File: src/ocd_consts.svh
// register offsets, field positions and reset values for the over-current control bank
`ifndef OCD_CONSTS_SVH
`define OCD_CONSTS_SVH

`define OCD_ADDR_MODE       4'h0
`define OCD_ADDR_THRESH     4'h1
`define OCD_ADDR_CAL        4'h2
`define OCD_ADDR_CMP        4'h3
`define OCD_ADDR_IRQ_STAT   4'h4
`define OCD_ADDR_IRQ_MASK   4'h5

`define OCD_MODE_RST        8'hc2
`define OCD_THRESH_RST      8'h00
`define OCD_CAL_RST         8'h10
`define OCD_CMP_RST         8'hf0

`define OCD_MODE_WMASK      8'he7
`define OCD_CAL_WMASK       8'hdf

`define OCD_EDGE_OFF        2'h0
`define OCD_EDGE_RISE       2'h1
`define OCD_EDGE_FALL       2'h2
`define OCD_EDGE_BOTH       2'h3

`define OCD_GAIN_OFF        3'h0
`define OCD_GAIN_X5         3'h1
`define OCD_GAIN_X10        3'h2
`define OCD_GAIN_X20        3'h3
`define OCD_GAIN_X1         3'h7

`define OCD_IRQ_EDGE_BIT    0
`define OCD_IRQ_PROT_BIT    1
`define OCD_IRQ_WIDTH       2
`define OCD_IRQ_RST         2'h0

`endif

File: src/ocd_pkg.sv
// types shared by the over-current control bank
package ocd_pkg;

    typedef struct packed {
        logic [1:0] zero_comparator_edge_sel;
        logic       comparator_one_pos_source;
        logic [1:0] unused_zero;
        logic [2:0] amp_gain_sel;
    } mode_reg_type;

    typedef struct packed {
        logic       cal_reference_sel;
        logic       offset_cal_mode;
        logic       unused_zero;
        logic [4:0] amp_offset_trim;
    } cal_reg_type;

    typedef struct packed {
        logic [3:0] comparator_hysteresis_on;
        logic [3:0] comparator_on;
    } cmp_reg_type;

    typedef struct packed {
        logic [2:0] amp_gain_sel;
        logic       amp_enable;
        logic       offset_cal_mode;
        logic       cal_reference_sel;
        logic [4:0] amp_offset_trim;
    } amp_ctrl_type;

    typedef struct packed {
        logic       dac_enable;
        logic [7:0] threshold_code;
    } dac_ctrl_type;

endpackage : ocd_pkg

File: src/ocd_sync.sv
// two-flop synchroniser for the comparator 0 output
`timescale 1ns/1ps
`include "ocd_consts.svh"

module ocd_sync (
    // clock and reset
    input  wire logic clock,
    input  wire logic sys_rst,
    // level in and out
    input  wire logic async_in,
    output logic      sync_out
);

    logic meta_r;
    logic meta_nxt;
    logic sync_r;
    logic sync_nxt;

    always_comb begin
        meta_nxt = async_in;
        sync_nxt = meta_r;
    end

    always_ff @(posedge clock or posedge sys_rst) begin
        if (sys_rst) begin
            meta_r <= 1'b0;
            sync_r <= 1'b0;
        end else begin
            meta_r <= meta_nxt;
            sync_r <= sync_nxt;
        end
    end

    assign sync_out = sync_r;

endmodule : ocd_sync

File: src/ocd_edge_detect.sv
// selectable edge detector on the synchronised comparator 0 output
`timescale 1ns/1ps
`include "ocd_consts.svh"

module ocd_edge_detect (
    // clock and reset
    input  wire logic       clock,
    input  wire logic       sys_rst,
    // control
    input  wire logic [1:0] edge_sel,
    input  wire logic       level_in,
    // events
    output logic            edge_hit,
    output logic            prot_hit
);

    logic prev_r;
    logic prev_nxt;
    logic rise;
    logic fall;

    always_comb begin
        prev_nxt = level_in;
    end

    always_ff @(posedge clock or posedge sys_rst) begin
        if (sys_rst) begin
            prev_r <= 1'b0;
        end else begin
            prev_r <= prev_nxt;
        end
    end

    assign rise = level_in & ~prev_r;
    assign fall = ~level_in & prev_r;

    always_comb begin
        edge_hit = 1'b0;
        prot_hit = 1'b0;
        case (edge_sel)
            `OCD_EDGE_RISE: begin
                edge_hit = rise;
                prot_hit = rise;
            end
            `OCD_EDGE_FALL: begin
                edge_hit = fall;
                prot_hit = fall;
            end
            `OCD_EDGE_BOTH: begin
                edge_hit = rise | fall;
                prot_hit = 1'b0;
            end
            default: begin
                edge_hit = 1'b0;
                prot_hit = 1'b0;
            end
        endcase
    end

endmodule : ocd_edge_detect

File: src/overcurrent_detect_ctrl.sv
// over-current detection control register bank with comparator 0 event logic
//
// Overview of operation
// - edge field 00 turns off comparator 0 and the DAC; 01 rising, 10 falling, 11 both edges.
// - with edge field 11 each edge still interrupts but never acts as protection trigger.
// - comparator 1 positive source is its own pin at 0 and the sense amp output at 1.
// - mode bits 4..3 and calibration bit 5 ignore writes and read zero.
// - threshold register is an 8-bit read/write code reset to zero driving the DAC.
// - the DAC is on whenever the edge field is non-zero.
// - calibration reference selects inverting input at 0, non-inverting at 1.
// - calibration mode bit selects normal operation at 0, offset calibration at 1.
// - five-bit offset trim spans minimum 00000, centre 10000, maximum 11111, resets to centre.
// - the bank holds four 8-bit registers: mode, threshold, calibration, comparator control.
// - each comparator is off when its enable bit is low and has hysteresis when set.
//
// Design decisions made here: the register addresses and the plain strobed port.
`timescale 1ns/1ps
`include "ocd_consts.svh"

module overcurrent_detect_ctrl (
    // clock and reset
    input  wire logic                clock,
    input  wire logic                sys_rst,
    // register port
    input  wire logic [3:0]          reg_addr,
    input  wire logic [7:0]          reg_wdata,
    input  wire logic                reg_wr,
    input  wire logic                reg_rd,
    output logic      [7:0]          reg_rdata,
    // analog comparator 0 output
    input  wire logic                zero_comparator_out,
    // analog controls
    output ocd_pkg::amp_ctrl_type    amp_ctrl,
    output ocd_pkg::dac_ctrl_type    dac_ctrl,
    output logic                     comparator_one_pos_source,
    output logic      [3:0]          comparator_on,
    output logic      [3:0]          comparator_hysteresis_on,
    // events
    output logic                     prot_trigger,
    output logic                     irq
);

    // ========================================================================
    // register state
    // ========================================================================
    ocd_pkg::mode_reg_type mode_r;
    ocd_pkg::mode_reg_type mode_nxt;
    logic [7:0]            thresh_r;
    logic [7:0]            thresh_nxt;
    ocd_pkg::cal_reg_type  cal_r;
    ocd_pkg::cal_reg_type  cal_nxt;
    ocd_pkg::cmp_reg_type  cmp_r;
    ocd_pkg::cmp_reg_type  cmp_nxt;
    logic [1:0]            stat_r;
    logic [1:0]            stat_nxt;
    logic [1:0]            mask_r;
    logic [1:0]            mask_nxt;
    logic [7:0]            rdata_r;
    logic [7:0]            rdata_nxt;
    logic                  prot_r;
    logic                  prot_nxt;

    logic                  cmp0_sync;
    logic                  edge_hit;
    logic                  prot_hit;
    logic [1:0]            events;

    function automatic logic wr_hit(input logic [3:0] a, input logic [3:0] target);
        wr_hit = (a == target);
    endfunction : wr_hit

    // ========================================================================
    // comparator 0 event path
    // ========================================================================
    ocd_sync u_sync (
        .clock    (clock),
        .sys_rst  (sys_rst),
        .async_in (zero_comparator_out),
        .sync_out (cmp0_sync)
    );

    ocd_edge_detect u_edge (
        .clock    (clock),
        .sys_rst  (sys_rst),
        .edge_sel (mode_r.zero_comparator_edge_sel),
        .level_in (cmp0_sync),
        .edge_hit (edge_hit),
        .prot_hit (prot_hit)
    );

    assign events = {prot_hit, edge_hit};

    // ========================================================================
    // register writes
    // ========================================================================
    always_comb begin
        mode_nxt   = mode_r;
        thresh_nxt = thresh_r;
        cal_nxt    = cal_r;
        cmp_nxt    = cmp_r;
        mask_nxt   = mask_r;
        stat_nxt   = stat_r;
        if (reg_wr) begin
            if (wr_hit(reg_addr, `OCD_ADDR_MODE)) begin
                mode_nxt = reg_wdata & `OCD_MODE_WMASK;
            end
            if (wr_hit(reg_addr, `OCD_ADDR_THRESH)) begin
                thresh_nxt = reg_wdata;
            end
            if (wr_hit(reg_addr, `OCD_ADDR_CAL)) begin
                cal_nxt = reg_wdata & `OCD_CAL_WMASK;
            end
            if (wr_hit(reg_addr, `OCD_ADDR_CMP)) begin
                cmp_nxt = reg_wdata;
            end
            if (wr_hit(reg_addr, `OCD_ADDR_IRQ_MASK)) begin
                mask_nxt = reg_wdata[`OCD_IRQ_WIDTH-1:0];
            end
            if (wr_hit(reg_addr, `OCD_ADDR_IRQ_STAT)) begin
                stat_nxt = stat_r & ~reg_wdata[`OCD_IRQ_WIDTH-1:0];
            end
        end
        // set wins over a same-cycle clear
        stat_nxt = stat_nxt | events;
        prot_nxt = prot_hit;
    end

    // ========================================================================
    // register reads
    // ========================================================================
    always_comb begin
        rdata_nxt = 8'h00;
        if (reg_rd) begin
            case (reg_addr)
                `OCD_ADDR_MODE:     rdata_nxt = mode_r & `OCD_MODE_WMASK;
                `OCD_ADDR_THRESH:   rdata_nxt = thresh_r;
                `OCD_ADDR_CAL:      rdata_nxt = cal_r & `OCD_CAL_WMASK;
                `OCD_ADDR_CMP:      rdata_nxt = cmp_r;
                `OCD_ADDR_IRQ_STAT: rdata_nxt = {6'h00, stat_r};
                `OCD_ADDR_IRQ_MASK: rdata_nxt = {6'h00, mask_r};
                default:            rdata_nxt = 8'h00;
            endcase
        end
    end

    always_ff @(posedge clock or posedge sys_rst) begin
        if (sys_rst) begin
            mode_r   <= `OCD_MODE_RST;
            thresh_r <= `OCD_THRESH_RST;
            cal_r    <= `OCD_CAL_RST;
            cmp_r    <= `OCD_CMP_RST;
            stat_r   <= `OCD_IRQ_RST;
            mask_r   <= `OCD_IRQ_RST;
            rdata_r  <= 8'h00;
            prot_r   <= 1'b0;
        end else begin
            mode_r   <= mode_nxt;
            thresh_r <= thresh_nxt;
            cal_r    <= cal_nxt;
            cmp_r    <= cmp_nxt;
            stat_r   <= stat_nxt;
            mask_r   <= mask_nxt;
            rdata_r  <= rdata_nxt;
            prot_r   <= prot_nxt;
        end
    end

    // ========================================================================
    // analog control outputs
    // ========================================================================
    always_comb begin
        dac_ctrl.dac_enable     = (mode_r.zero_comparator_edge_sel != `OCD_EDGE_OFF);
        dac_ctrl.threshold_code = thresh_r;
        amp_ctrl.amp_gain_sel   = mode_r.amp_gain_sel;
        amp_ctrl.amp_enable     = (mode_r.amp_gain_sel != `OCD_GAIN_OFF);
        amp_ctrl.offset_cal_mode   = cal_r.offset_cal_mode;
        amp_ctrl.cal_reference_sel = cal_r.cal_reference_sel;
        amp_ctrl.amp_offset_trim   = cal_r.amp_offset_trim;
        comparator_one_pos_source  = mode_r.comparator_one_pos_source;
        comparator_hysteresis_on   = cmp_r.comparator_hysteresis_on;
        // comparator 0 also needs a live edge field
        comparator_on = {cmp_r.comparator_on[3:1],
                         cmp_r.comparator_on[0]
                         & (mode_r.zero_comparator_edge_sel != `OCD_EDGE_OFF)};
    end

    assign reg_rdata    = rdata_r;
    assign prot_trigger = prot_r;
    assign irq          = |(stat_r & mask_r);

    // ========================================================================
    // checks
    // ========================================================================
    property p_dac_follows_edge;
        @(posedge clock) disable iff (sys_rst)
        dac_ctrl.dac_enable == (mode_r.zero_comparator_edge_sel != `OCD_EDGE_OFF);
    endproperty
    a_dac_follows_edge: assert property (p_dac_follows_edge)
        else $error("dac enable does not follow edge field");

    property p_edge_off_no_event;
        @(posedge clock) disable iff (sys_rst)
        (mode_r.zero_comparator_edge_sel == `OCD_EDGE_OFF) |-> !edge_hit && !comparator_on[0];
    endproperty
    a_edge_off_no_event: assert property (p_edge_off_no_event)
        else $error("comparator 0 active with edge field off");

    property p_dual_no_prot;
        @(posedge clock) disable iff (sys_rst)
        (mode_r.zero_comparator_edge_sel == `OCD_EDGE_BOTH) |=> !prot_trigger;
    endproperty
    a_dual_no_prot: assert property (p_dual_no_prot)
        else $error("protection trigger in dual edge mode");

    property p_rise_sets_flag;
        @(posedge clock) disable iff (sys_rst)
        (mode_r.zero_comparator_edge_sel == `OCD_EDGE_RISE) && cmp0_sync && !$past(cmp0_sync)
        |=> stat_r[0];
    endproperty
    a_rise_sets_flag: assert property (p_rise_sets_flag)
        else $error("rising edge did not set status");

    property p_mode_reserved_zero;
        @(posedge clock) disable iff (sys_rst)
        reg_rd && reg_addr == `OCD_ADDR_MODE |=> reg_rdata[4:3] == 2'h0;
    endproperty
    a_mode_reserved_zero: assert property (p_mode_reserved_zero)
        else $error("mode reserved bits read non-zero");

    property p_cal_reserved_zero;
        @(posedge clock) disable iff (sys_rst)
        reg_rd && reg_addr == `OCD_ADDR_CAL |=> reg_rdata[5] == 1'b0;
    endproperty
    a_cal_reserved_zero: assert property (p_cal_reserved_zero)
        else $error("calibration reserved bit reads non-zero");

    property p_thresh_write;
        @(posedge clock) disable iff (sys_rst)
        reg_wr && reg_addr == `OCD_ADDR_THRESH |=> dac_ctrl.threshold_code == $past(reg_wdata);
    endproperty
    a_thresh_write: assert property (p_thresh_write)
        else $error("threshold write not applied");

    property p_amp_off;
        @(posedge clock) disable iff (sys_rst)
        amp_ctrl.amp_enable == (mode_r.amp_gain_sel != `OCD_GAIN_OFF);
    endproperty
    a_amp_off: assert property (p_amp_off)
        else $error("amp enable mismatched with gain field");

    property p_src_write;
        @(posedge clock) disable iff (sys_rst)
        reg_wr && reg_addr == `OCD_ADDR_MODE |=> comparator_one_pos_source == $past(reg_wdata[5]);
    endproperty
    a_src_write: assert property (p_src_write)
        else $error("comparator 1 source not updated");

    property p_cal_write;
        @(posedge clock) disable iff (sys_rst)
        reg_wr && reg_addr == `OCD_ADDR_CAL |=> amp_ctrl.offset_cal_mode == $past(reg_wdata[6])
            && amp_ctrl.cal_reference_sel == $past(reg_wdata[7])
            && amp_ctrl.amp_offset_trim == $past(reg_wdata[4:0]);
    endproperty
    a_cal_write: assert property (p_cal_write)
        else $error("calibration write not applied");

    property p_hyst_write;
        @(posedge clock) disable iff (sys_rst)
        reg_wr && reg_addr == `OCD_ADDR_CMP |=> comparator_hysteresis_on == $past(reg_wdata[7:4]);
    endproperty
    a_hyst_write: assert property (p_hyst_write)
        else $error("hysteresis bits not updated");

    property p_fall_sets_flag;
        @(posedge clock) disable iff (sys_rst)
        (mode_r.zero_comparator_edge_sel == `OCD_EDGE_FALL) && !cmp0_sync && $past(cmp0_sync)
        |=> stat_r[`OCD_IRQ_EDGE_BIT] && stat_r[`OCD_IRQ_PROT_BIT] && prot_trigger;
    endproperty
    a_fall_sets_flag: assert property (p_fall_sets_flag)
        else $error("falling edge did not set status and trigger");

    property p_dual_sets_flag;
        @(posedge clock) disable iff (sys_rst)
        (mode_r.zero_comparator_edge_sel == `OCD_EDGE_BOTH) && (cmp0_sync != $past(cmp0_sync))
        |=> stat_r[`OCD_IRQ_EDGE_BIT];
    endproperty
    a_dual_sets_flag: assert property (p_dual_sets_flag)
        else $error("dual edge mode missed an edge");

    property p_prot_single_edge;
        @(posedge clock) disable iff (sys_rst)
        prot_trigger |-> $past(mode_r.zero_comparator_edge_sel) == `OCD_EDGE_RISE
            || $past(mode_r.zero_comparator_edge_sel) == `OCD_EDGE_FALL;
    endproperty
    a_prot_single_edge: assert property (p_prot_single_edge)
        else $error("protection trigger outside single edge mode");

    property p_rdata_idle;
        @(posedge clock) disable iff (sys_rst)
        !reg_rd |=> reg_rdata == 8'h00;
    endproperty
    a_rdata_idle: assert property (p_rdata_idle)
        else $error("read data stands without a read");

    property p_stat_sticky;
        @(posedge clock) disable iff (sys_rst)
        stat_r[`OCD_IRQ_EDGE_BIT] && !(reg_wr && reg_addr == `OCD_ADDR_IRQ_STAT
            && reg_wdata[`OCD_IRQ_EDGE_BIT]) |=> stat_r[`OCD_IRQ_EDGE_BIT];
    endproperty
    a_stat_sticky: assert property (p_stat_sticky)
        else $error("edge status dropped without a clear");

endmodule : overcurrent_detect_ctrl

File: config.mk
export PLATFORM = sky130hd
export DESIGN_NAME = overcurrent_detect_ctrl
export DESIGN_NICKNAME = d
export VERILOG_FILES = /design/src/ocd_pkg.sv /design/src/ocd_sync.sv /design/src/ocd_edge_detect.sv /design/src/overcurrent_detect_ctrl.sv
export VERILOG_INCLUDE_DIRS = /design/src
export SDC_FILE = /design/constraint.sdc
export NUM_CORES = 1
export LEC_CHECK = 0
export ABC_AREA = 1
export BUFFER_PORTS_ARGS = -buffer_cell sky130_fd_sc_hd__buf_2
export CORE_MARGIN = 2
export CORE_UTILIZATION = 40
export DETAILED_ROUTE_END_ITERATION = 12
export GPL_ROUTABILITY_DRIVEN = 0
export PLACE_DENSITY = 0.71
export SYNTH_ARGS = -nofsm -noshare
export SYNTH_HDL_FRONTEND = slang
export SYNTH_HIERARCHICAL = 1
export SYNTH_SLANG_ARGS = --single-unit
File: constraint.sdc
create_clock -name clock -period 3.4 [get_ports clock]
set_clock_uncertainty 0.15 [all_clocks]
set_input_delay 0.68 -clock clock [delete_from_list [all_inputs] [get_ports clock]]
set_output_delay 0.68 -clock clock [all_outputs]
set_load 0.02 [all_outputs]
### Yosys cells after proc, flatten, opt, wreduce, memory -nomap -nowiden

Cells that the tools add are included.

| cells by class | value |
|---|---|
| reductions and logical operators | 9 |
| bitwise logic cells | 10 |
| equal/unequal tests | 8 |
| multiplexer cells | 6 |

Operators by type and width:

| operator | number |
|---|---|
| $pmux 8 s6 | 1 |
| $reduce_and 2->1 | 5 |
| $eq 4x2->1 const B | 2 |
| $eq 4x3->1 const B | 2 |
| $mux 8 | 1 |
| $and 2x2->2 | 2 |
| $eq 2x2->1 const B | 2 |
| $eq 4x1->1 const B | 1 |
| $logic_not 4->1 | 1 |
| $mux 2 | 2 |
| $and 1x1->1 | 3 |
| $pmux 1 s3 | 1 |
| $reduce_bool 3->1 | 1 |
| $eq 2x1->1 const B | 1 |
| $not 1->1 | 2 |
| $not 2->2 | 1 |
| $or 2x2->2 | 1 |
| $pmux 1 s2 | 1 |
| $reduce_bool 2->1 | 1 |
| $reduce_or 2->1 | 1 |
| $or 1x1->1 | 1 |

| word-level totals | value |
|---|---|
| logic and storage cells | 49 |
| input bits | 17 |
| bits in registers | 45 |
| output and inout port bits | 39 |

### Logic depth before layout (Yosys ltp)

Gate-level depths: netlist of run 1.

| logic depth | value |
|---|---|
| depth in word-level cells | 5 |
| mapped depth | 8 |
| depth with buffers taken out | 8 |

### Hierarchy

Netlist of run 1, hierarchy kept.

Modules (own cells, without submodules):

| module | cells each | area each (µm²) | seq. area each (µm²) | instances |
|---|---|---|---|---|
| overcurrent_detect_ctrl | 226 | 2073.2 | 1061.0 | 1 |
| ocd_edge_detect | 20 | 152.6 | 25.0 | 1 |
| ocd_sync | 3 | 53.8 | 50.0 | 1 |

### Worst setup path after synthesis of run 1

OpenSTA, ideal clock, no wires.

| path | value |
|---|---|
| path type | register -> output |
| start | reg mode_r, in the netlist amp_ctrl[10] |
| end | out amp_ctrl[7] (netlist bit) |
| data required time | 2.570 ns |
| cell stages (with the launch flop) | 2 |
| path slack | 1.728 ns |
| buffers on the path | 0 |
| arrival | 0.842 ns |
| cell sequence | dfrtp_1 -> or3_1 |

RTL lines:

| element | line | source |
|---|---|---|
| start: declaration | overcurrent_detect_ctrl.sv:46 | `ocd_pkg::mode_reg_type mode_r;` |
| start signal: assignment | overcurrent_detect_ctrl.sv:148 | `` mode_r <= `OCD_MODE_RST; `` |
| start signal: assignment | overcurrent_detect_ctrl.sv:157 | `mode_r <= mode_nxt;` |
| end: declaration | overcurrent_detect_ctrl.sv:33 | `output ocd_pkg::amp_ctrl_type amp_ctrl,` |

==> impl_results.md, run 1 <==
- Layout cells sized above 1: slightly below 40%
- Number of global-route vias before repair: 1,570
- Syn Nets: roughly 270
- Mean number of vias per cell: 4.65
- Post-synth EDFFs: 0
- Synth Instances: 249
- CTS buffer count: 5
- ANT nets after route: 0
- Die height: roughly 79 um
- Multi-input logic area: 908 um2
- Initial antenna violation count: 0
- Top cell family by delay on the critical path: flip-flops
- Clock Sinks: 45
- Area of the core: 5510 um2
- H-tree levels: 2
- Reg-to-Reg Start: mode_r[6]
- # IOs: 56
- Largest net degree at the start of global routing: 22
- Global-route wire length before repair: 7.58 mm
- Buffers added on ports: 55
- Die X: between 70 and 80 um
- Register Area: 1140 um2
- Grt total ovfl: 0
- Cell taking the most area after synthesis: dfrtp_1
- Fin crit period: 2.12 ns
- Hold Path Class: input port to asynchronous set/reset pin
- Final Instance Area: 2650 um2
- Post-synth cell types: 26
- Crit path DAT: approximately 1.3 ns
- Asr flop ratio synth: 100%
- Drt first pass iters: 4
- Initial DRC count: 108
- Via total after detailed routing: about 1.7k
- Fin. Hold Viols: 0
- Synth warn: 6
- Starting Density: 41.4%
- DRC: 0
- Clock root cell: clkbuf_8
- Synth top area share: 40.6%
- Postcts setup bufs: 0
- Routed wire length: 4.74 mm
- Worst Path Required: 2.57 ns
- Average size of a mapped cell: just over 9 um2
- Synth top cells by count: nand2_1, dfrtp_1, inv_1
- GR Util All Layers: 15.7%
- Number of buffers inserted by hold repair at cts: 0
- Clk slew on worst S/H paths: 0.09 ns
- Sequential share of the synthesized area: 49.8%
- Setup crit start kind: flip-flop
- CP max FO: 4
- Status: completed
- CP cell instances: or3_1, buf_2
- Number of fill cells in the layout: ~540
- Fmax: between 0.4 and 0.5 GHz
- MaxCap Viol Count: 0
- Diodes inserted: 0
- Setup Viol. Count Final: 0
- Cell area after placement: 2540 um2
- Final slew viol count: 0
- Number of synthesized register bits: 45
- Setup_tns: 0 ns
- Post-Place Cells: between 300 and 400
- Pleak: roughly 0.0015 uW
- Final Total Pwr: between 1500 and 2000 uW
- Post-DP HPWL: 3.60 mm
- Primary FF master, synth: dfrtp_1
- # resized after CTS: 0
- Drt wl/cell: 12.8 um
- Max-slew headroom: 54.4%
- Fin crit share: 62.4%
- P&R area growth vs syn: 16.1%
- Non-Filler Instances: 370
- Cell row count: 27
- Crit path from: amp_ctrl[10]
- TritonCTS clock tree: built
- Worst Setup End Kind: output port
- Net count reported at finish: between 300 and 400
- Top post-synthesis cells by area: dfrtp_1, nand2_1, dfstp_2, o21ai_2, inv_1
- Least-Margin Pin Slew: 0.682 ns
- Worst path slowest cell: dfrtp_1
- Critical path class: flip-flop to output port
- Unrepaired setup endpoints after global routing: no
- Most instantiated library cell after synthesis: nand2_1
- Synthesized area: 2280 um2
- Hold slack: 0.0801 ns
- PwrDens: approximately 580 nW/um2
- Maximum vdd drop: 292 uV
- Slowest stage delay, CP: 0.43 ns
- CP Buf/Inv Count: 1
- Die Area: 6320 um2
- Max Buffers Root-to-Sink: 2
- Skew-Pair Late Insertion Delay: 0.29 ns
-- through the flow --
| stage | util (%) | setup slack (ns) |
|---|---|---|
| 2_1_floorplan | - | 1.61 |
| 4_1_cts | 48.1 | 1.26 |
| 3_3_place_gp | 46.1 | 1.25 |
| 3_5_place_dp | 46.1 | 1.23 |
| 5_1_grt | 48.1 | 1.23 |
| 6_report | 48.1 | 1.28 |
-- worst paths after layout --
kind	end	slack (ns)	cells past startpoint
max in group asynchronous	comparator_hysteresis_on[0]	2.52	3
max reg2reg	stat_r[1]	1.86	4
min in group clock	u_sync/sync_out	0.21	0
max	amp_ctrl[7]	1.28	2
min	u_edge/prev_r	0.08	2
min reg2reg	u_sync/sync_out	0.21	0
-- placed cells by master (no fill, tap or decap) --
cell        n
or3_1       1
a21o_1      2
nor2_4      3
dfrtp_1    37
nand2_4     3
o21ai_2    23
ha_1        6
nand3_1    20
nor2_2      2
a21oi_1     2
o21a_1      1
nand4_1     2
clkbuf_8    5
a22o_1      1
nand3_2     1
clkinv_4    1
inv_1      27
clkbuf_1    1
clkinv_2    2
buf_4       2
nand2_1    62
nand2_2     8
nor2_1     12
dfstp_2     8
o21ai_1     8
or2_2       1
bufinv_16   1
a21boi_0    1
buf_2      55
-- report_power, final --
part	internal (uW)	switching (uW)	total [uW]
sequential	644	89.3	733
combinational	149	248	397
clock	221	175	395
total	1010	512	1530
-- area by class of cell --
type,count,share of cell area (%)
Timing Repair Buffer,57,11.0
Multi-Input combinational cell,159,34.3
Clock inverter,2,1.47
Inverter,29,4.21
Clock buffer,6,2.74
Tap cell,72,3.40
Sequential cell,45,42.9
-- sequential cells by signal (all words and copies together) (netlist names) --
register / cells
mask_r: 2
u_edge/prev_r: 1
u_sync/sync_out: 1
mode_r: 2
comparator_hysteresis_on: 4
prot_trigger: 1
reg_rdata: 8
thresh_r: 8
comparator_on: 3
stat_r: 2
comparator_one_pos_source: 1
cmp_r: 1
u_sync/meta_r: 1
amp_ctrl: 10
-- logic make-up (layout without fill, tap and decap cells) --
family	Yosys count	after routing	synth area share [%]
flops	45	45	49.8
buf+inv	45	94	10.3
compound gates	38	38	12.7
fa+ha+maj	6	6	3.29
simple gates	115	115	23.8
-- routing by layer --
layer | track usage (%) | part of all wire (%) | vias to the layer above
met5 | 0 | 0 | -
met4 | 4.66 | 0.84 | 0
met3 | 2.94 | 4.0 | 2
met2 | 26.0 | 50 | 38
met1 | 20.8 | 45 | 800
li1 | - | - | 881
Power figures use the tool's default switching activity.
==> inputs of run 2 (changes only) <==
- clock period: 3.4 -> 2.02 ns (I/O delays scaled with it)
==> impl_results.md, run 2 (synthesis results as in run 1) <==
- Status: completed
- Crit path DAT: 1.30 ns
- Fin crit share: 91.8%
- DRC: 0
- Max-slew headroom: 65.4%
- Drt wl/cell: 13.2 um
- Reg2Reg Depth: 4
- Die Area: 6320 um2
- Cell area after placement: 2540 um2
- Number of global-route vias before repair: 1,691
- GR Util All Layers: 16.3%
- R2R setup slack: 0.46 ns
- PwrDens: 983 nW/um2
- Worst Setup Slack post-DPL: 0.352 ns
- Final core occ: around half
- # resized after CTS: 0
- Pint: around 1700 uW
- Reg-to-Reg Start: mode_r[6]
- Least-Margin Pin Slew: 0.519 ns
- Combinational share of power: 25.8%
- Hold slack: 0.0599 ns
- Area of the core: roughly 5500 um2
- P&R area growth vs syn: 16.8%
- Layout cells sized above 1: 38.5%
- Setup crit start kind: flip-flop
- Worst Setup End Kind: output port
- # IOs: 56
- TritonCTS clock tree: built
- Fmax: 0.540 GHz
- Clk slew on worst S/H paths: 0.08 ns
- Worst hold stages: 1
- Routed wire length: 4.89 mm
- Clock Sinks: 45
- Number of fill cells in the layout: 535
- P_sw: 878 uW
- Unrepaired setup endpoints after global routing: no
- Max reg flops: 10
- Setup_tns: 0 ns
- Cell row count: 27
- Setup Viol. Count Final: 0
- Via total after detailed routing: 1,760
- Skew-Pair Late Insertion Delay: 0.30 ns
- H-tree levels: 2
- CP cell instances: or3_1, buf_2
- Pleak: 0.00146 uW
- ANT nets after route: 0
- Die height: approximately 79 um
- Initial DRC count: 61
- Max Buffers Root-to-Sink: 2
- Diodes inserted: 0
- Share of power burned in registers: roughly 47%
- Hold Path Class: input port to flip-flop
- Fin. Hold Viols: 0
- Hold path startpoint: zero_comparator_out
- Fin crit period: approximately 1.9 ns
- CP max FO: 4
- Global-route wire length before repair: a little over 8 mm
- Largest net degree at the start of global routing: 43
- Worst path slowest cell: dfrtp_1
- Final slew viol count: 0
- Maximum vdd drop: 373 uV
- Initial antenna violation count: 0
- Number of buffers inserted by hold repair at cts: 1
- Postcts setup bufs: 0
- Buffers added on ports: 55
- Drt first pass iters: 4
- Starting Density: 41.4%
- Final setup margin: 0.167 ns
- Net Sw Frac: 33.5%
- Mean number of vias per cell: between 4 and 5
- Commonest non-fill, non-tap cell in the layout: nand2_1
- Hold path endpoint: u_sync/meta_r
- Final Instance Area: about 2700 um2
- Grt total ovfl: 0
- Die X: 79.5 um
- Critical path class: flip-flop to output port
- Clk network pwr share: 26.9%
- CTS buffer count: 5
- Net count reported at finish: ~320
- Slowest stage delay, CP: 0.43 ns
- Worst Path Required: 1.47 ns
- Post-DP HPWL: 3.70 mm
- Most frequent cells in the layout: nand2_1, buf_2, dfrtp_1, inv_1, o21ai_2
- Clock root cell: clkbuf_8
- MaxCap Viol Count: 0
- RR Endpoint: stat_r[1]
==> run 2: stage by stage <==
step           instances  total power, uW
6_report             371             2620
5_1_grt              371             2760
4_1_cts              371             2640
3_5_place_dp         362             1940
3_3_place_gp         362             1920
2_1_floorplan        249             1740
==> run 2: routing by layer <==
layer | vias up | GRT usage, % | wire, um
li1 | 875 | - | -
met1 | 836 | 22.1 | 2300
met2 | 45 | 26.2 | 2360
met3 | 4 | 3.28 | 187
met4 | 0 | 5.34 | 40
met5 | - | 0 | 0
==> run 2: final cells by class <==
type | count | area [um2] | share of cell area (%)
Inverter | 29 | 111 | 4.18
Multi-Input combinational cell | 159 | 908 | 34.1
Clock inverter | 1 | 30.0 | 1.13
Clock buffer | 7 | 86.3 | 3.24
Sequential cell | 45 | 1140 | 42.7
Timing Repair Buffer | 58 | 300 | 11.3
Tap cell | 72 | 90.1 | 3.38
==> run 2: power by group through the flow <==
stage                     Clock [uW]  Sequential (uW)  Combinational, uW
after floorplan                    0             1300                432
after global placement             0             1250                662
after detailed placement           0             1250                683
after CTS                        716             1240                686
after global routing             757             1260                743
final                            703             1240                676
==> run 2: how the worst max path moves through the flow <==
stage               depth (start not counted)  slack (ns)           to    startpoint
global route                                2        0.13  amp_ctrl[7]  amp_ctrl[10]
finish                                      2        0.17  amp_ctrl[7]  amp_ctrl[10]
detailed placement                          5        0.35  amp_ctrl[8]   reg_addr[0]
floorplan                                   1        0.50  amp_ctrl[0]       sys_rst
CTS                                         2        0.16  amp_ctrl[7]  amp_ctrl[10]
global placement                            7        0.38  amp_ctrl[1]   reg_addr[3]
==> run 2: worst max-delay path: cells and delay by family, from the launching register on <==
family | cells | cell delay [ns]
flip-flops | 1 | 0.43
buffers and inverters | 1 | 0.17
AND/OR/NAND/NOR | 1 | 0.40
